==> config.mk <==
export PLATFORM = sky130hd
export DESIGN_NAME = mcps_top
export DESIGN_NICKNAME = d
export VERILOG_FILES = /design/src/mcps_pkg.sv /design/src/mcps_top.sv /design/src/mcps_msb_flip.sv
export SDC_FILE = /design/constraint.sdc
export NUM_CORES = 1
export LEC_CHECK = 0
export BUFFER_PORTS_ARGS = -buffer_cell sky130_fd_sc_hd__buf_2
export CAP_MARGIN = 20
export CELL_PAD_IN_SITES_DETAIL_PLACEMENT = 0
export CELL_PAD_IN_SITES_GLOBAL_PLACEMENT = 2
export CORE_MARGIN = 10
export CORE_UTILIZATION = 34
export CTS_CLUSTER_SIZE = 8
export DETAILED_ROUTE_END_ITERATION = 10
export PLACE_DENSITY_LB_ADDON = 0.1
export SETUP_SLACK_MARGIN = 0.02
export SKIP_CTS_REPAIR_TIMING = 1
export SYNTH_ARGS = -nofsm -noshare
export SYNTH_HDL_FRONTEND = slang
export SYNTH_SLANG_ARGS = --single-unit
==> constraint.sdc <==
create_clock -name sys_clk -period 4.76 [get_ports sys_clk]
set_input_delay 0.714 -clock sys_clk [delete_from_list [all_inputs] [get_ports sys_clk]]
set_output_delay 0.714 -clock sys_clk [all_outputs]
set_load 0.02 [all_outputs]
==> src/mcps_pkg.sv <==
package mcps_pkg;

  // ----------------------------------------
  // Register map
  // ----------------------------------------
  localparam int ADDR_W = 4;
  localparam int DATA_W = 16;
  localparam logic [3:0] OFS_STROBE = 4'hb;
  localparam logic [3:0] OFS_MODE = 4'hc;
  localparam logic [3:0] OFS_IRQ_STAT = 4'hd;
  localparam logic [3:0] OFS_IRQ_MASK = 4'he;

  // ----------------------------------------
  // Mode register fields
  // ----------------------------------------
  localparam int MODE_REV_LSB = 0;
  localparam int MODE_REV_W = 8;
  localparam int MODE_PWRDN = 8;
  localparam int MODE_NO_CLKLOSS = 9;
  localparam int MODE_STAT_LO = 10;
  localparam int MODE_STAT_HI = 11;
  localparam int MODE_FLIP_OUT_A = 12;
  localparam int MODE_FLIP_OUT_B = 13;
  localparam int MODE_FLIP_IN_A = 14;
  localparam int MODE_FLIP_IN_B = 15;
  localparam logic [5:0] MODE_CTRL_RST = 6'h00;

  // ----------------------------------------
  // Interrupt status bits
  // ----------------------------------------
  localparam int IRQ_W = 3;
  localparam int IRQ_PULSE = 0;
  localparam int IRQ_CLKLOSS = 1;
  localparam int IRQ_PWRDN = 2;
  localparam logic [2:0] IRQ_RST = 3'h0;

  // ----------------------------------------
  // Timing
  // ----------------------------------------
  localparam int CLK_MHZ = 50;
  localparam int CLKLOSS_NS = 1000;
  localparam int CLKLOSS_CYC = (CLKLOSS_NS * CLK_MHZ) / 1000;

  typedef struct packed {
    logic [3:0] addr;
    logic [15:0] wdata;
    logic wr;
    logic rd;
  } mcps_bus_s;

  typedef struct packed {
    logic pwrdn;
    logic no_clkloss;
    logic flip_out_a;
    logic flip_out_b;
    logic flip_in_a;
    logic flip_in_b;
  } mcps_ctrl_s;

endpackage

==> src/mcps_top.sv <==
`timescale 1ns/1ns
// How it works
// A write to address 11 fires a pulse on the pulse output pin.
// Data written to the strobe address is ignored and changes nothing.
// The pulse is active low and one clock long per write.
// Mode bits 8, 9 and 12 to 15 are zero after reset.
// Mode bits 0 to 7 read the mask revision; writes ignored.
// Mode bit 8 holds the device in static power-down.
// Mode bit 9 turns off clock-loss detection; host should keep it zero.
// Mode bits 10 and 11 read high, low when powered down.
// Mode bit 12 inverts the top bit of channel A outputs.
// Mode bit 13 inverts the top bit of channel B outputs.
// Mode bit 14 inverts the top bit of channel A inputs.
// Mode bit 15 inverts the top bit of channel B inputs.
// Host sets input inversion for offset-binary input channels.
// Host sets output inversion where offset-binary results are wanted.
module mcps_top
  import mcps_pkg::*;
#(
  parameter int IN_W = 12,
  parameter int OUT_W = 16,
  parameter logic [7:0] MASK_REV = 8'h5a, // Arbitrary value
  parameter int CLKLOSS_CYCLES = CLKLOSS_CYC
) (
  input wire logic sys_clk, // 50 MHz clock
  input wire logic rst, // Async reset, high
  input wire logic ce, // Clock enable
  input wire logic [3:0] addr, // Register address
  input wire logic [15:0] wdata, // Write data
  input wire logic wr, // Write strobe
  input wire logic rd, // Read strobe
  output logic [15:0] rdata_ff, // Read data, cycle after rd
  input wire logic clk_alive, // Clock-activity pin, toggles
  input wire logic [IN_W-1:0] in_a, // Channel A input sample
  input wire logic [IN_W-1:0] in_b, // Channel B input sample
  input wire logic [OUT_W-1:0] res_a, // Channel A result
  input wire logic [OUT_W-1:0] res_b, // Channel B result
  output logic [IN_W-1:0] proc_a_ff, // Channel A to filter
  output logic [IN_W-1:0] proc_b_ff, // Channel B to filter
  output logic [OUT_W-1:0] out_a_ff, // Channel A output
  output logic [OUT_W-1:0] out_b_ff, // Channel B output
  output logic pulse_output_pin_n_ff, // Pulse pin, active low
  output logic powered_down_ff, // Processing halted
  output logic irq_ff // Interrupt level
);

  // ----------------------------------------
  // Bus decode
  // ----------------------------------------
  mcps_bus_s bus;
  assign bus = '{addr: addr, wdata: wdata, wr: wr, rd: rd};

  wire hit_strobe = bus.addr == OFS_STROBE;
  wire hit_mode = bus.addr == OFS_MODE;
  wire hit_stat = bus.addr == OFS_IRQ_STAT;
  wire hit_mask = bus.addr == OFS_IRQ_MASK;
  wire wr_strobe = ce && bus.wr && hit_strobe;
  wire wr_mode = ce && bus.wr && hit_mode;
  wire wr_stat = ce && bus.wr && hit_stat;
  wire wr_mask = ce && bus.wr && hit_mask;

  // ----------------------------------------
  // Mode control
  // ----------------------------------------
  mcps_ctrl_s ctrl_ff;
  mcps_ctrl_s nxt_ctrl;
  assign nxt_ctrl = '{pwrdn: bus.wdata[MODE_PWRDN],
                      no_clkloss: bus.wdata[MODE_NO_CLKLOSS],
                      flip_out_a: bus.wdata[MODE_FLIP_OUT_A],
                      flip_out_b: bus.wdata[MODE_FLIP_OUT_B],
                      flip_in_a: bus.wdata[MODE_FLIP_IN_A],
                      flip_in_b: bus.wdata[MODE_FLIP_IN_B]};

  always_ff @(posedge sys_clk or posedge rst) begin
    if (rst) begin
      ctrl_ff <= MODE_CTRL_RST;
    end else if (wr_mode) begin
      ctrl_ff <= nxt_ctrl;
    end
  end

  // ----------------------------------------
  // Clock-loss detection
  // ----------------------------------------
  // Pin is asynchronous: two-stage synchroniser before any use
  logic alive_s1_ff;
  logic alive_s2_ff;
  logic alive_s3_ff;
  logic [15:0] quiet_cnt_ff;
  logic clkloss_ff;

  always_ff @(posedge sys_clk or posedge rst) begin
    if (rst) begin
      alive_s1_ff <= 1'b0;
      alive_s2_ff <= 1'b0;
      alive_s3_ff <= 1'b0;
    end else if (ce) begin
      alive_s1_ff <= clk_alive;
      alive_s2_ff <= alive_s1_ff;
      alive_s3_ff <= alive_s2_ff;
    end
  end

  wire alive_edge = alive_s2_ff ^ alive_s3_ff;
  wire quiet_full = quiet_cnt_ff == 16'(CLKLOSS_CYCLES - 1);
  wire [15:0] nxt_quiet = (alive_edge || ctrl_ff.no_clkloss) ? 16'h0000 :
                          quiet_full ? quiet_cnt_ff : quiet_cnt_ff + 16'h0001;
  // Detection clears again once activity returns
  wire nxt_clkloss = !ctrl_ff.no_clkloss && quiet_full && !alive_edge;

  always_ff @(posedge sys_clk or posedge rst) begin
    if (rst) begin
      quiet_cnt_ff <= 16'h0000;
      clkloss_ff <= 1'b0;
    end else if (ce) begin
      quiet_cnt_ff <= nxt_quiet;
      clkloss_ff <= nxt_clkloss;
    end
  end

  // ----------------------------------------
  // Power-down and pulse
  // ----------------------------------------
  wire nxt_pdn = ctrl_ff.pwrdn || clkloss_ff;
  wire nxt_pulse_n = !wr_strobe;

  always_ff @(posedge sys_clk or posedge rst) begin
    if (rst) begin
      powered_down_ff <= 1'b0;
      pulse_output_pin_n_ff <= 1'b1;
    end else if (ce) begin
      powered_down_ff <= nxt_pdn;
      pulse_output_pin_n_ff <= nxt_pulse_n;
    end
  end

  // ----------------------------------------
  // Data paths
  // ----------------------------------------
  mcps_msb_flip #(.W(IN_W)) u_in_a (
    .sys_clk(sys_clk), .rst(rst), .ce(ce), .hold(powered_down_ff),
    .flip(ctrl_ff.flip_in_a), .din(in_a), .dout_ff(proc_a_ff)
  );
  mcps_msb_flip #(.W(IN_W)) u_in_b (
    .sys_clk(sys_clk), .rst(rst), .ce(ce), .hold(powered_down_ff),
    .flip(ctrl_ff.flip_in_b), .din(in_b), .dout_ff(proc_b_ff)
  );
  mcps_msb_flip #(.W(OUT_W)) u_out_a (
    .sys_clk(sys_clk), .rst(rst), .ce(ce), .hold(powered_down_ff),
    .flip(ctrl_ff.flip_out_a), .din(res_a), .dout_ff(out_a_ff)
  );
  mcps_msb_flip #(.W(OUT_W)) u_out_b (
    .sys_clk(sys_clk), .rst(rst), .ce(ce), .hold(powered_down_ff),
    .flip(ctrl_ff.flip_out_b), .din(res_b), .dout_ff(out_b_ff)
  );

  // ----------------------------------------
  // Interrupts
  // ----------------------------------------
  logic [2:0] stat_ff;
  logic [2:0] mask_ff;
  logic pdn_d_ff;

  always_ff @(posedge sys_clk or posedge rst) begin
    if (rst) begin
      pdn_d_ff <= 1'b0;
    end else if (ce) begin
      pdn_d_ff <= powered_down_ff;
    end
  end

  wire [2:0] irq_evt = {powered_down_ff && !pdn_d_ff, nxt_clkloss && !clkloss_ff, wr_strobe};
  wire [2:0] stat_clr = wr_stat ? bus.wdata[2:0] : 3'h0;
  // Set beats clear in the same cycle
  wire [2:0] nxt_stat = (stat_ff & ~stat_clr) | irq_evt;
  wire nxt_irq = |(nxt_stat & mask_ff);

  always_ff @(posedge sys_clk or posedge rst) begin
    if (rst) begin
      stat_ff <= IRQ_RST;
      mask_ff <= IRQ_RST;
      irq_ff <= 1'b0;
    end else if (ce) begin
      stat_ff <= nxt_stat;
      irq_ff <= nxt_irq;
      if (wr_mask) begin
        mask_ff <= bus.wdata[2:0];
      end
    end
  end

  // ----------------------------------------
  // Read back
  // ----------------------------------------
  wire [1:0] pdn_stat = {2{!powered_down_ff}};
  wire [15:0] mode_rd = {ctrl_ff.flip_in_b, ctrl_ff.flip_in_a, ctrl_ff.flip_out_b,
                         ctrl_ff.flip_out_a, pdn_stat, ctrl_ff.no_clkloss,
                         ctrl_ff.pwrdn, MASK_REV};
  // Strobe address is write-only and reads zero, like unmapped space
  wire [15:0] nxt_rdata = !bus.rd ? 16'h0000 :
                          hit_mode ? mode_rd :
                          hit_stat ? {13'h0000, stat_ff} :
                          hit_mask ? {13'h0000, mask_ff} : 16'h0000;

  always_ff @(posedge sys_clk or posedge rst) begin
    if (rst) begin
      rdata_ff <= 16'h0000;
    end else if (ce) begin
      rdata_ff <= nxt_rdata;
    end
  end

endmodule

==> src/mcps_msb_flip.sv <==
`timescale 1ns/1ns
// Registered top-bit inversion with hold during power-down
module mcps_msb_flip #(
  parameter int W = 16
) (
  input wire logic sys_clk, // Clock
  input wire logic rst, // Async reset
  input wire logic ce, // Clock enable
  input wire logic hold, // Freeze while powered down
  input wire logic flip, // Invert top bit
  input wire logic [W-1:0] din, // Sample in
  output logic [W-1:0] dout_ff // Sample out
);

  wire [W-1:0] nxt_dout = {din[W-1] ^ flip, din[W-2:0]};

  always_ff @(posedge sys_clk or posedge rst) begin
    if (rst) begin
      dout_ff <= '0;
    end else if (ce && !hold) begin
      dout_ff <= nxt_dout;
    end
  end

endmodule

# [Word-level counts from Yosys, hierarchy flattened]
# Cells that the tools add are included.
[op_classes] addsub=1 reduce_logical=21 n_bitwise=9 muxes=7 n_eq_ne=6
[ops] cell="16-bit two-way mux" count=4
[ops] cell="16-bit by 1-bit adder with 16-bit output (second input constant)" count=1
[ops] cell="16-bit by 6-bit equality test with 1-bit output (second input constant)" count=1
[ops] cell="4-bit equality test (second input constant)" count=4
[ops] cell="1-bit logical AND" count=10
[ops] cell="3-bit two-way mux" count=3
[ops] cell="3-bit bitwise AND" count=2
[ops] cell="1-bit zero test" count=6
[ops] cell="1-bit XOR" count=5
[ops] cell="2-bit AND reduction" count=2
[ops] cell="3-bit NOT" count=1
[ops] cell="3-bit OR" count=1
[ops] cell="3-bit OR reduction" count=1
[ops] cell="1-bit logical OR" count=2
[ops] cell="2-bit by 1-bit inequality test with 1-bit output (second input constant)" count=1
[totals] output_inout_bits=75 wordCells=66 inputBits=82 register_bits=108

# [Logic depth before layout (Yosys ltp)]
# Gate-level depths: netlist of the first run.
[depth] word_depth=8 depth_mapped=7 mapped_depth_nobuf=6

# [Modules after synthesis]
# Synthesis of the first run repeated with hierarchy kept, for this count alone.
[hier_totals] hier_cells=337 hier_area_um2=4639.4
[modules_own_cells] module="mcps_top" area_per_inst_um2=2249.7 n_inst=1 cells_per_inst=207
[modules_own_cells] module="mcps_msb_flip at u_out_a ..." area_per_inst_um2=675.6 n_inst=2 cells_per_inst=37
[modules_own_cells] module="mcps_msb_flip at u_in_a ..." area_per_inst_um2=519.2 n_inst=2 cells_per_inst=28

# [Least setup slack after synthesis of the first run]
# Ideal clock, no wire load.
[synth_timing] path_kind="input to register" from="input ce" to="register quiet_cnt_ff[15]" arrival_time_ps=1701 setup_ps=74 required_ps=4686 slack_ps=2985 n_path_buf=1 path_stages=5 cell_sequence="and4_1 > buf_6 > nand3_4 > or4_4 > a21oi_2"
[synth_between] elab_chain_len=1
[synth_rtl] item="from (decl)" line_no="mcps_top.sv:27" source="input wire logic ce,"
[synth_rtl] item="2-bit AND reduction (no line)"
[synth_rtl] item="to (signal assigned)" line_no="mcps_top.sv:116" source="quiet_cnt_ff <= nxt_quiet;"
[synth_rtl] item="to (decl)" line_no="mcps_top.sv:89" source="logic [15:0] quiet_cnt_ff;"
# No other way between the ends.
# A chain may end at the register's enable or synchronous reset.

# [Final worst setup path of the first run]
[layout_timing] from="input ce" to="register u_in_b.dout_ff[4]"
[layout_between] elab_chain_len=1
[layout_rtl] item="1-bit logical AND" line_no="mcps_msb_flip.sv:20" source="end else if (ce && !hold) begin"
[layout_rtl] item="to (signal assigned)" line_no="mcps_msb_flip.sv:21" source="dout_ff <= nxt_dout;"
[layout_rtl] item="to (decl)" line_no="mcps_msb_flip.sv:12" source="output logic [W-1:0] dout_ff"
# No other way between the ends.

==> results.py, run 1 <==
metrics = {
    "synth": {
        "netlist_instances": 346,
        "synth_top_cells_by_area": "dfrtp_1, mux2_2, nor2_1, a22o_1, o21ai_0",
        "async_reset_ff_frac": 1.00,
        "ys_types": 49,
        "synth_flop_cell": "dfrtp_1",
        "ys_seq_area_frac": 0.587,
        "synth_edf_count": 0,
        "ys_ff_latch": 103,
        "syn_area_per_cell_sq_um": 12.7,
        "synth_area_sq_um": 4390,
        "synth_top_cell_by_area": "dfrtp_1",
        "synth_warnings": 0,
        "synth_top_cell_area_share": 0.581,
    },
    "clock_network": {
        "clkSinkCount": 103,
        "cts_buffers": 9,
        "clk_pin_slew_ns": 0.07,
        "clock_path_buffers": 2,
        "clockRootBuffer": "clkbuf_16",
        "cts_tree": "done",
        "insertion_delay_ns": 0.34,
        "h-tree-depth": 3,
    },
    "final_layout": {
        "fillers": 1280,
        "layout.nets": 570,
        "antenna_cells": 0,
        "syn2layout_area_growth_pct": 26.8,
        "multiInputGateArea_sq_um": 1660,
        "fin_cells": 663,
        "drive_gt1_frac": 0.479,
        "regArea_sq_um": 2580,
        "final_util": 0.441,
    },
    "setup_path": {
        "crit_end": "u_in_b.dout_ff[4]$_DFFE_PP0P_",
        "criticalPathCategory": "in -> reg",
        "crit_path_end_kind": "flip-flop",
        "worst-path-max-fanout": 60,
        "r2r_end": "quiet_cnt_ff[11]$_DFFE_PP0P_",
        "worstSetupStartpoint": "ce",
        "reg2regPathDepth": 4,
        "cp.required_ns": 4.99,
        "arrival_ns": 2.84,
        "crit_path_start_kind": "input pin",
        "reg2reg_from": "alive_s3_ff$_DFFE_PP0P_",
        "r2r_slack_ns": 2.95,
    },
    "die": {
        "die_h_um": 134,
        "row_count": 41,
        "fp.coreArea_sq_um": 12600,
        "die_w_um": 134,
        "dieArea_sq_um": 17900,
        "pin_count": 157,
        "initial_utilization": 0.348,
    },
    "place": {
        "dp_hpwl_um": 8520,
        "place.gp.congestion": 0.756,
        "dp.cells": 646,
        "numPortBuffers": 147,
    },
    "drt": {
        "wl_per_cell_um": 17.5,
        "drt_iter0_drc": 191,
        "drc": 0,
        "firstDrtPassIters": 4,
        "drtAntennaViolNets": 0,
        "vias": 3192,
        "drt_wl_total_um": 11600,
        "avgViaCountPerCell": 4.81,
    },
    "min_path": {
        "hold_path.class": "in -> async",
    },
    "sta": {
        "hold_ws_ns": 0.352,
        "skew_ns": 0.00719,
        "fin_tns_setup_ns": 0,
        "hold_viol": 0,
        "rsz0062_at_grt": "false",
        "clock.fmax_ghz": 0.383,
        "worst_slew_pin_slew_ns": 0.865,
        "min_period_ns": 2.61,
        "slew_headroom": 0.422,
        "post-route-period-util": 0.549,
        "final_max_slew_viol_count": 0,
        "setup-violations-final": 0,
    },
    "flow_run": {
        "drv_cap": 0,
    },
    "power": {
        "peakVddDrop_mv": 0.152,
        "p_leak_uw": 0.00262,
        "p_per_area_nw_per_um2": 414,
        "power.total_uw": 2300,
    },
    "grt": {
        "grt_pass1_wl_um": 18900,
        "first_global_vias": 3479,
        "grt.overflow.total": 0,
        "grt_usage": 0.132,
        "grt_max_degree": 81,
        "antenna_found_initial": 0,
    },
    "run_status": {
        "status": "finished, final reports clean",
    },
}
## critical path: stages
cell,delay (ns)
buf_2,0.35
inv_1,0.51
nor2_4,0.21
buf_4,0.58
mux2_2,0.41
## where the power goes
part           switching, uW  internal, uW
Clock                    330           413
Combinational            287           207
Sequential              74.1           992
Total                    691          1610
## per-layer routing
| metal | share of wire | GRT usage | up-vias |
|---|---|---|---|
| met1 | 0.42 | 0.152 | 1582 |
| met4 | 0.013 | 0.0453 | 0 |
| met2 | 0.49 | 0.215 | 88 |
| met3 | 0.081 | 0.0553 | 10 |
| met5 | 0 | 0 | - |
| li1 | - | - | 1512 |
## cells in the final DEF (no fill, tap or decap), types with 5 or more instances in the layout
cell       count
mux2_2        63
dfrtp_1      102
nand3_1        9
nand2_1       13
o21ai_0       12
clkbuf_16      9
buf_2        147
nor3_1         7
a22o_1         8
nand4_1        7
inv_1          9
a21oi_1        6
xor2_1         6
nor2_1        18
xnor2_1        5
## worst min-delay path by stage
| stage | from | endpoint | slack [ns] | cells after the start |
|---|---|---|---|---|
| finish | rst | u_in_b.dout_ff[7]$_DFFE_PP0P_ | 0.35 | 2 |
| global route | rst | u_in_b.dout_ff[5]$_DFFE_PP0P_ | 0.36 | 2 |
| CTS | pdn_d_ff$_DFFE_PP0P_ | stat_ff[2]$_DFFE_PP0P_ | 0.46 | 1 |
| detailed placement | pdn_d_ff$_DFFE_PP0P_ | stat_ff[2]$_DFFE_PP0P_ | 0.45 | 1 |
| global placement | pdn_d_ff$_DFFE_PP0P_ | stat_ff[2]$_DFFE_PP0P_ | 0.45 | 1 |
| floorplan | pdn_d_ff$_DFFE_PP0P_ | stat_ff[2]$_DFFE_PP0P_ | 0.44 | 1 |
## state kept, by name, indices dropped and copies added (netlist names)
| signal | cells |
|---|---|
| stat_ff | 3 |
| alive_s3_ff | 1 |
| u_out_b.dout_ff | 16 |
| pdn_d_ff | 1 |
| irq_ff | 1 |
| pulse_output_pin_n_ff | 1 |
| clkloss_ff | 1 |
| alive_s1_ff | 1 |
| u_in_a.dout_ff | 12 |
| u_in_b.dout_ff | 12 |
| u_out_a.dout_ff | 16 |
| ctrl_ff | 6 |
| alive_s2_ff | 1 |
| quiet_cnt_ff | 16 |
| powered_down_ff | 1 |
| rdata_ff | 11 |
| mask_ff | 3 |
## cell type report
type                       instances  area share
sequential                       103       0.463
multi-input combinational        212       0.299
clock buffer                      12      0.0425
timing repair buffer             150       0.140
inverter                          10     0.00719
tap                              172      0.0387
clock inverter                     4     0.00989
## cells by family after synthesis
kind of cell,synth area share
and+or+nand+nor,0.102
adders and majority gates,0.00570
muxes,0.162
buffers and inverters,0.0368
other,0.000854
xor gates and xnor gates,0.0219
AOI/OAI and AO/OA,0.0843
DFF,0.587
## synth_stat cells (6+ instances only)
cell type,number
dfrtp_1,102
mux2_2,63
nor2_1,19
nand2_1,13
o21ai_0,12
inv_1,10
buf_2,9
nand3_1,9
a22o_1,8
nand4_1,7
nor3_1,7
a21oi_1,6
buf_4,6
xor2_1,6
## stage by stage
step	worst slack (ns)	cell area, sq um
after global routing	1.98	5570
after global placement	1.78	5250
final	2.15	5570
after floorplan	1.34	4400
after detailed placement	1.77	5250
after CTS	2.14	5540
Power figures use the tool's default switching activity.
==> inputs of run 2 (changes only) <==
--- a/config.mk
+++ b/config.mk
@@ -5,12 +5,13 @@
 export SDC_FILE = /design/constraint.sdc
 export NUM_CORES = 1
 export LEC_CHECK = 0
+export ABC_AREA = 1
 export BUFFER_PORTS_ARGS = -buffer_cell sky130_fd_sc_hd__buf_2
 export CAP_MARGIN = 20
 export CELL_PAD_IN_SITES_DETAIL_PLACEMENT = 0
 export CELL_PAD_IN_SITES_GLOBAL_PLACEMENT = 2
 export CORE_MARGIN = 10
-export CORE_UTILIZATION = 34
+export CORE_UTILIZATION = 26
 export CTS_CLUSTER_SIZE = 8
 export DETAILED_ROUTE_END_ITERATION = 10
 export PLACE_DENSITY_LB_ADDON = 0.1
==> constraint.sdc (replaced) <==
create_clock -name sys_clk -period 2.1 [get_ports sys_clk]
set_input_delay 0.315 -clock sys_clk [delete_from_list [all_inputs] [get_ports sys_clk]]
set_output_delay 0.315 -clock sys_clk [all_outputs]
set_load 0.02 [all_outputs]
==> results.py, run 2 <==
metrics = {
    "drt": {
        "drtAntennaViolNets": 0,
        "firstDrtPassIters": 4,
        "vias": 3926,
        "avgViaCountPerCell": 4.29,
        "drt_wl_total_um": 13700,
        "drt_iter0_drc": 269,
        "wl_per_cell_um": 14.9,
        "drc": 0,
    },
    "synth": {
        "synth_area_sq_um": 4660,
        "netlist_instances": 541,
        "ys_types": 35,
        "ys_seq_area_frac": 0.554,
        "synth_warnings": 0,
        "synth_most_common_cell": "nand2_1",
        "synth_edf_count": 0,
        "ys_ff_latch": 103,
        "synth_top_cells_by_area": "dfrtp_1, nand2_1, nand3_1, inv_1, nor2_1",
        "synth_top_cell_area_share": 0.548,
        "synth_flop_cell": "dfrtp_1",
        "synth_top_cell_by_area": "dfrtp_1",
        "async_reset_ff_frac": 1.00,
        "synth_common_cells": "nand2_1, dfrtp_1, nand3_1, inv_1, nor2_1",
        "syn_area_per_cell_sq_um": 8.61,
    },
    "sta": {
        "setup-violations-final": 0,
        "slew_headroom": 0.618,
        "min_period_ns": 1.64,
        "final_max_slew_viol_count": 0,
        "fin_tns_setup_ns": 0,
        "post-route-period-util": 0.782,
        "hold_viol": 0,
        "clock.fmax_ghz": 0.609,
        "worst_slew_pin_slew_ns": 0.573,
        "rsz0062_at_grt": "false",
        "fin_ws_ns": 0.458,
        "skew_ns": 0.00842,
        "hold_ws_ns": 0.00333,
    },
    "grt": {
        "grt_max_degree": 54,
        "grt_usage": 0.115,
        "first_global_vias": 3976,
        "antenna_found_initial": 3,
        "grt_pass1_wl_um": 22000,
        "grt.overflow.total": 0,
    },
    "flow_run": {
        "drv_cap": 0,
    },
    "die": {
        "die_h_um": 154,
        "initial_utilization": 0.267,
        "pin_count": 157,
        "die_w_um": 154,
        "fp.coreArea_sq_um": 17400,
        "dieArea_sq_um": 23700,
        "row_count": 48,
    },
    "final_layout": {
        "final_common_cell": "nand2_1",
        "final_util": 0.340,
        "multiInputGateArea_sq_um": 1810,
        "drive_gt1_frac": 0.296,
        "syn2layout_area_growth_pct": 27.1,
        "regArea_sq_um": 2580,
        "layout.nets": 769,
        "layout_common_cells": "nand2_1, buf_2, dfrtp_1, nand3_1",
        "reg.largest.list": "quiet_cnt_ff x16, u_out_a.dout_ff x16, u_out_b.dout_ff x16",
        "fillers": 1882,
    },
    "setup_path": {
        "crit_path_start_kind": "flip-flop",
        "arrival_ns": 1.91,
        "reg2regPathDepth": 9,
        "cpPeakStageDelay_ns": 0.41,
        "worstPathCellList": "inv_1 -> ha_1 -> nand3_1 -> nor2_2 -> nand3_2 -> nand2_4 -> buf_4 -> nand2_1 -> o21ai_2",
        "worst-path-max-fanout": 16,
        "cp.required_ns": 2.37,
        "crit_path_end_kind": "flip-flop",
        "criticalPathCategory": "reg -> reg",
        "cp_slowest_cell": "dfrtp_1",
    },
    "clock_network": {
        "cts_tree": "done",
        "h-tree-depth": 3,
        "cts_buffers": 9,
        "clock_path_buffers": 2,
        "insertion_delay_ns": 0.34,
        "clockRootBuffer": "clkbuf_16",
        "clk_pin_slew_ns": 0.07,
        "clkSinkCount": 103,
    },
    "power": {
        "p_per_area_nw_per_um2": 873,
        "p_leak_uw": 0.00316,
        "peakVddDrop_mv": 0.378,
    },
    "place": {
        "place.gp.congestion": 0.786,
        "dpl_worst_slack_ns": 0.476,
        "dp_hpwl_um": 10100,
        "numPortBuffers": 147,
    },
    "run_status": {
        "status": "finished, final reports clean",
    },
    "min_path": {
        "hold_path.class": "in -> async",
    },
}
[run 2: area by class of cell]
class | count | share of cell area
Multi-Input combinational cell | 383 | 0.305
Tap cell | 225 | 0.0475
Antenna cell | 2 | 0.000845
Clock buffer | 13 | 0.0456
Sequential cell | 103 | 0.436
Timing Repair Buffer | 155 | 0.141
Clock inverter | 2 | 0.00254
Inverter | 33 | 0.0220
[run 2: worst paths after layout]
kind	to	startpoint	slack, ns
min in group sys_clk	u_in_a.dout_ff[2]$_DFFE_PP0P_	in_a[2]	0.17
max	quiet_cnt_ff[10]$_DFFE_PP0P_	quiet_cnt_ff[1]$_DFFE_PP0P_	0.46
max reg2reg	quiet_cnt_ff[10]$_DFFE_PP0P_	quiet_cnt_ff[1]$_DFFE_PP0P_	0.46
min reg2reg	u_out_b.dout_ff[6]$_DFFE_PP0P_	u_out_b.dout_ff[6]$_DFFE_PP0P_	0.47
min	u_in_b.dout_ff[8]$_DFFE_PP0P_	rst	0.003
max in group asynchronous	pulse_output_pin_n_ff$_DFFE_PP1P_	rst	1.41
[run 2: cell families (layout without fill, tap and decap cells)]
kind of cell | after synthesis | in the layout | synth area share
AO/OA/AOI/OAI | 42 | 42 | 0.0615
XOR/XNOR | 8 | 8 | 0.0150
adder cells (fa/ha/maj) | 2 | 2 | 0.00537
buffers and inverters | 56 | 203 | 0.0591
flip-flops | 103 | 103 | 0.554
multiplexers | 8 | 8 | 0.0193
other | 1 | 4 | 0.000805
AND/OR/NAND/NOR | 321 | 321 | 0.285
[run 2: worst max-delay path, delay by kind of cell (launching register included)]
family,cells,cell delay (ns)
adder cells (fa/ha/maj),1,0.18
flip-flops,1,0.41
AO/OA/AOI/OAI,1,0.06
buffers and inverters,2,0.30
AND/OR/NAND/NOR,5,0.64
[run 2: through the flow]
stage / std cells / instance area, sq um / total power, uW
2_1_floorplan: 542 / 4660 / 3150
3_3_place_gp: 899 / 5630 / 3600
3_5_place_dp: 899 / 5630 / 3610
4_1_cts: 914 / 5920 / 5290
5_1_grt: 914 / 5920 / 5540
6_report: 916 / 5920 / 5170
[run 2: metal layers]
layer  global-route usage  routed length, um  vias up  share of wire
met1                0.142               6040     1806           0.44
met3               0.0686               1520       15           0.11
li1                     -                  -     1991              -
met4               0.0315                136        4          0.010
met2                0.165               5930      110           0.43
met5                    0                 25        -         0.0018
[run 2: report_power, final]
group	switching, uW	internal [uW]
Clock	725	896
Combinational	738	388
Sequential	170	2250
==> inputs of run 3 (changes only) <==
==> constraint.sdc (replaced) <==
create_clock -name sys_clk -period 1.5 [get_ports sys_clk]
set_input_delay 0.225 -clock sys_clk [delete_from_list [all_inputs] [get_ports sys_clk]]
set_output_delay 0.225 -clock sys_clk [all_outputs]
set_load 0.02 [all_outputs]
==> results.py, run 3 (synthesis results as in run 2) <==
metrics = {
    "final_layout": {
        "drive_gt1_frac": 0.352,
        "syn2layout_area_growth_pct": 35.0,
        "layout_common_cells": "nand2_1, buf_2, dfrtp_1, buf_4, nand3_1",
        "final_util": 0.361,
        "final_common_cell": "nand2_1",
        "fillers": 1877,
        "reg.largest.list": "quiet_cnt_ff x16, u_out_a.dout_ff x16, u_out_b.dout_ff x16",
        "fin_cells": 944,
        "layout.nets": 796,
    },
    "setup_path": {
        "crit_path_start_kind": "flip-flop",
        "r2r_slack_ns": 0.05,
        "reg2reg_from": "quiet_cnt_ff[1]$_DFFE_PP0P_",
        "worstPathCellList": "inv_2 -> ha_4 -> nand3_2 -> nor2_2 -> nand3_2 -> nand2_4 -> clkbuf_16 -> o21ai_2",
        "worst-path-max-fanout": 6,
        "criticalPathCategory": "reg -> reg",
        "cp_common_cell": "nand3_2",
        "cpPeakStageDelay_ns": 0.43,
        "reg2regPathDepth": 8,
        "arrival_ns": 1.69,
        "cp.required_ns": 1.74,
        "cp_slowest_cell": "dfrtp_1",
        "r2r_end": "quiet_cnt_ff[8]$_DFFE_PP0P_",
        "crit_path_end_kind": "flip-flop",
    },
    "sta": {
        "rsz0062_at_grt": "true",
        "post-route-period-util": 0.969,
        "hold_viol": 0,
        "setup-violations-final": 0,
        "clock.fmax_ghz": 0.688,
        "skew_ns": 0.00845,
        "min_period_ns": 1.45,
        "fin_ws_ns": 0.0470,
        "hold_ws_ns": 0.0676,
        "final_max_slew_viol_count": 0,
    },
    "clock_network": {
        "clock_path_buffers": 2,
        "insertion_delay_ns": 0.35,
        "clkSinkCount": 103,
        "h-tree-depth": 3,
        "cts_tree": "done",
        "clockRootBuffer": "clkbuf_16",
        "cts_buffers": 9,
        "clk_pin_slew_ns": 0.07,
    },
    "die": {
        "row_count": 48,
        "die_w_um": 154,
        "initial_utilization": 0.267,
        "fp.coreArea_sq_um": 17400,
        "die_h_um": 154,
        "dieArea_sq_um": 23700,
        "pin_count": 157,
    },
    "drt": {
        "drc": 0,
        "wl_per_cell_um": 15.3,
        "drt_iter0_drc": 201,
        "firstDrtPassIters": 4,
        "drtAntennaViolNets": 0,
        "avgViaCountPerCell": 4.29,
        "vias": 4052,
        "drt_wl_total_um": 14500,
    },
    "power": {
        "p_per_area_nw_per_um2": 1200,
        "p_leak_uw": 0.00336,
        "peakVddDrop_mv": 0.543,
        "power.total_uw": 7530,
    },
    "place": {
        "dp_hpwl_um": 10600,
        "place.gp.congestion": 0.793,
        "numPortBuffers": 147,
        "dpl_worst_slack_ns": 0.0403,
        "dp.cells": 918,
    },
    "run_status": {
        "status": "finished, final reports clean",
    },
    "flow_run": {
        "drv_cap": 0,
    },
    "grt": {
        "grt_usage": 0.121,
        "grt_pass1_wl_um": 23100,
        "first_global_vias": 4214,
        "antenna_found_initial": 5,
        "grt.overflow.total": 0,
        "grt_max_degree": 59,
    },
    "min_path": {
        "min_to": "u_in_b.dout_ff[4]$_DFFE_PP0P_",
        "hold_path.class": "in -> reg",
        "hold_start": "in_b[4]",
        "worstHoldPathCells": 3,
    },
}
run 3: cell count changes in the layout (fill, tap and decap cells not counted), moves of 3 or more:
cell	before	now
nand3_2	2	6
nand2_2	1	7
buf_12	3	7
clkbuf_8	3	0
nand2_1	245	237
nand3_1	28	24
nor2_1	25	22
nor2_2	2	5
buf_4	5	25
run 3: metrics by stage:
stage	setup TNS, ns	cell area [sq um]
finish	0	6280
global route	-0.111	6280
CTS	0	6100
detailed placement	0	5810
global placement	0	5810
floorplan	0	4660
run 3: area by class of cell:
cell class / count / area, sq um / area share
inverter: 33 / 133 / 0.0211
sequential: 103 / 2580 / 0.411
multi-input combinational: 383 / 1890 / 0.300
clock buffer: 10 / 229 / 0.0364
antenna: 3 / 7.51 / 0.00119
clock inverter: 5 / 57.6 / 0.00916
tap: 225 / 282 / 0.0448
timing repair buffer: 182 / 1110 / 0.177
run 3: worst max-delay path, delay by kind of cell (launching register included):
kind	cells	cell delay, ns
AO/OA/AOI/OAI	1	0.06
adder cells (fa/ha/maj)	1	0.13
buffers and inverters	2	0.28
flip-flops	1	0.43
AND/OR/NAND/NOR	4	0.42
run 3: worst max path at each step:
stage / from / to / slack (ns) / cells after the start
after floorplan: rst / alive_s1_ff$_DFFE_PP0P_ / 0.04 / 1
after global placement: quiet_cnt_ff[1]$_DFFE_PP0P_ / quiet_cnt_ff[14]$_DFFE_PP0P_ / 0.08 / 9
after detailed placement: quiet_cnt_ff[1]$_DFFE_PP0P_ / quiet_cnt_ff[14]$_DFFE_PP0P_ / 0.04 / 9
after CTS: quiet_cnt_ff[1]$_DFFE_PP0P_ / quiet_cnt_ff[13]$_DFFE_PP0P_ / 0.02 / 9
after global routing: quiet_cnt_ff[1]$_DFFE_PP0P_ / quiet_cnt_ff[14]$_DFFE_PP0P_ / -0.03 / 10
final: quiet_cnt_ff[1]$_DFFE_PP0P_ / quiet_cnt_ff[8]$_DFFE_PP0P_ / 0.05 / 8
run 3: per-layer routing:
| layer | track usage | share of wire |
|---|---|---|
| met1 | 0.150 | 0.44 |
| met2 | 0.176 | 0.44 |
| met3 | 0.0686 | 0.10 |
| met4 | 0.0315 | 0.0084 |
| met5 | 0 | 0.0022 |
run 3: power by group:
part	switching (uW)	total [uW]	leakage, uW	internal, uW
logic	1090	1760	0.00191	669
clock network	1080	2370	0.000143	1290
registers	252	3400	0.00131	3150
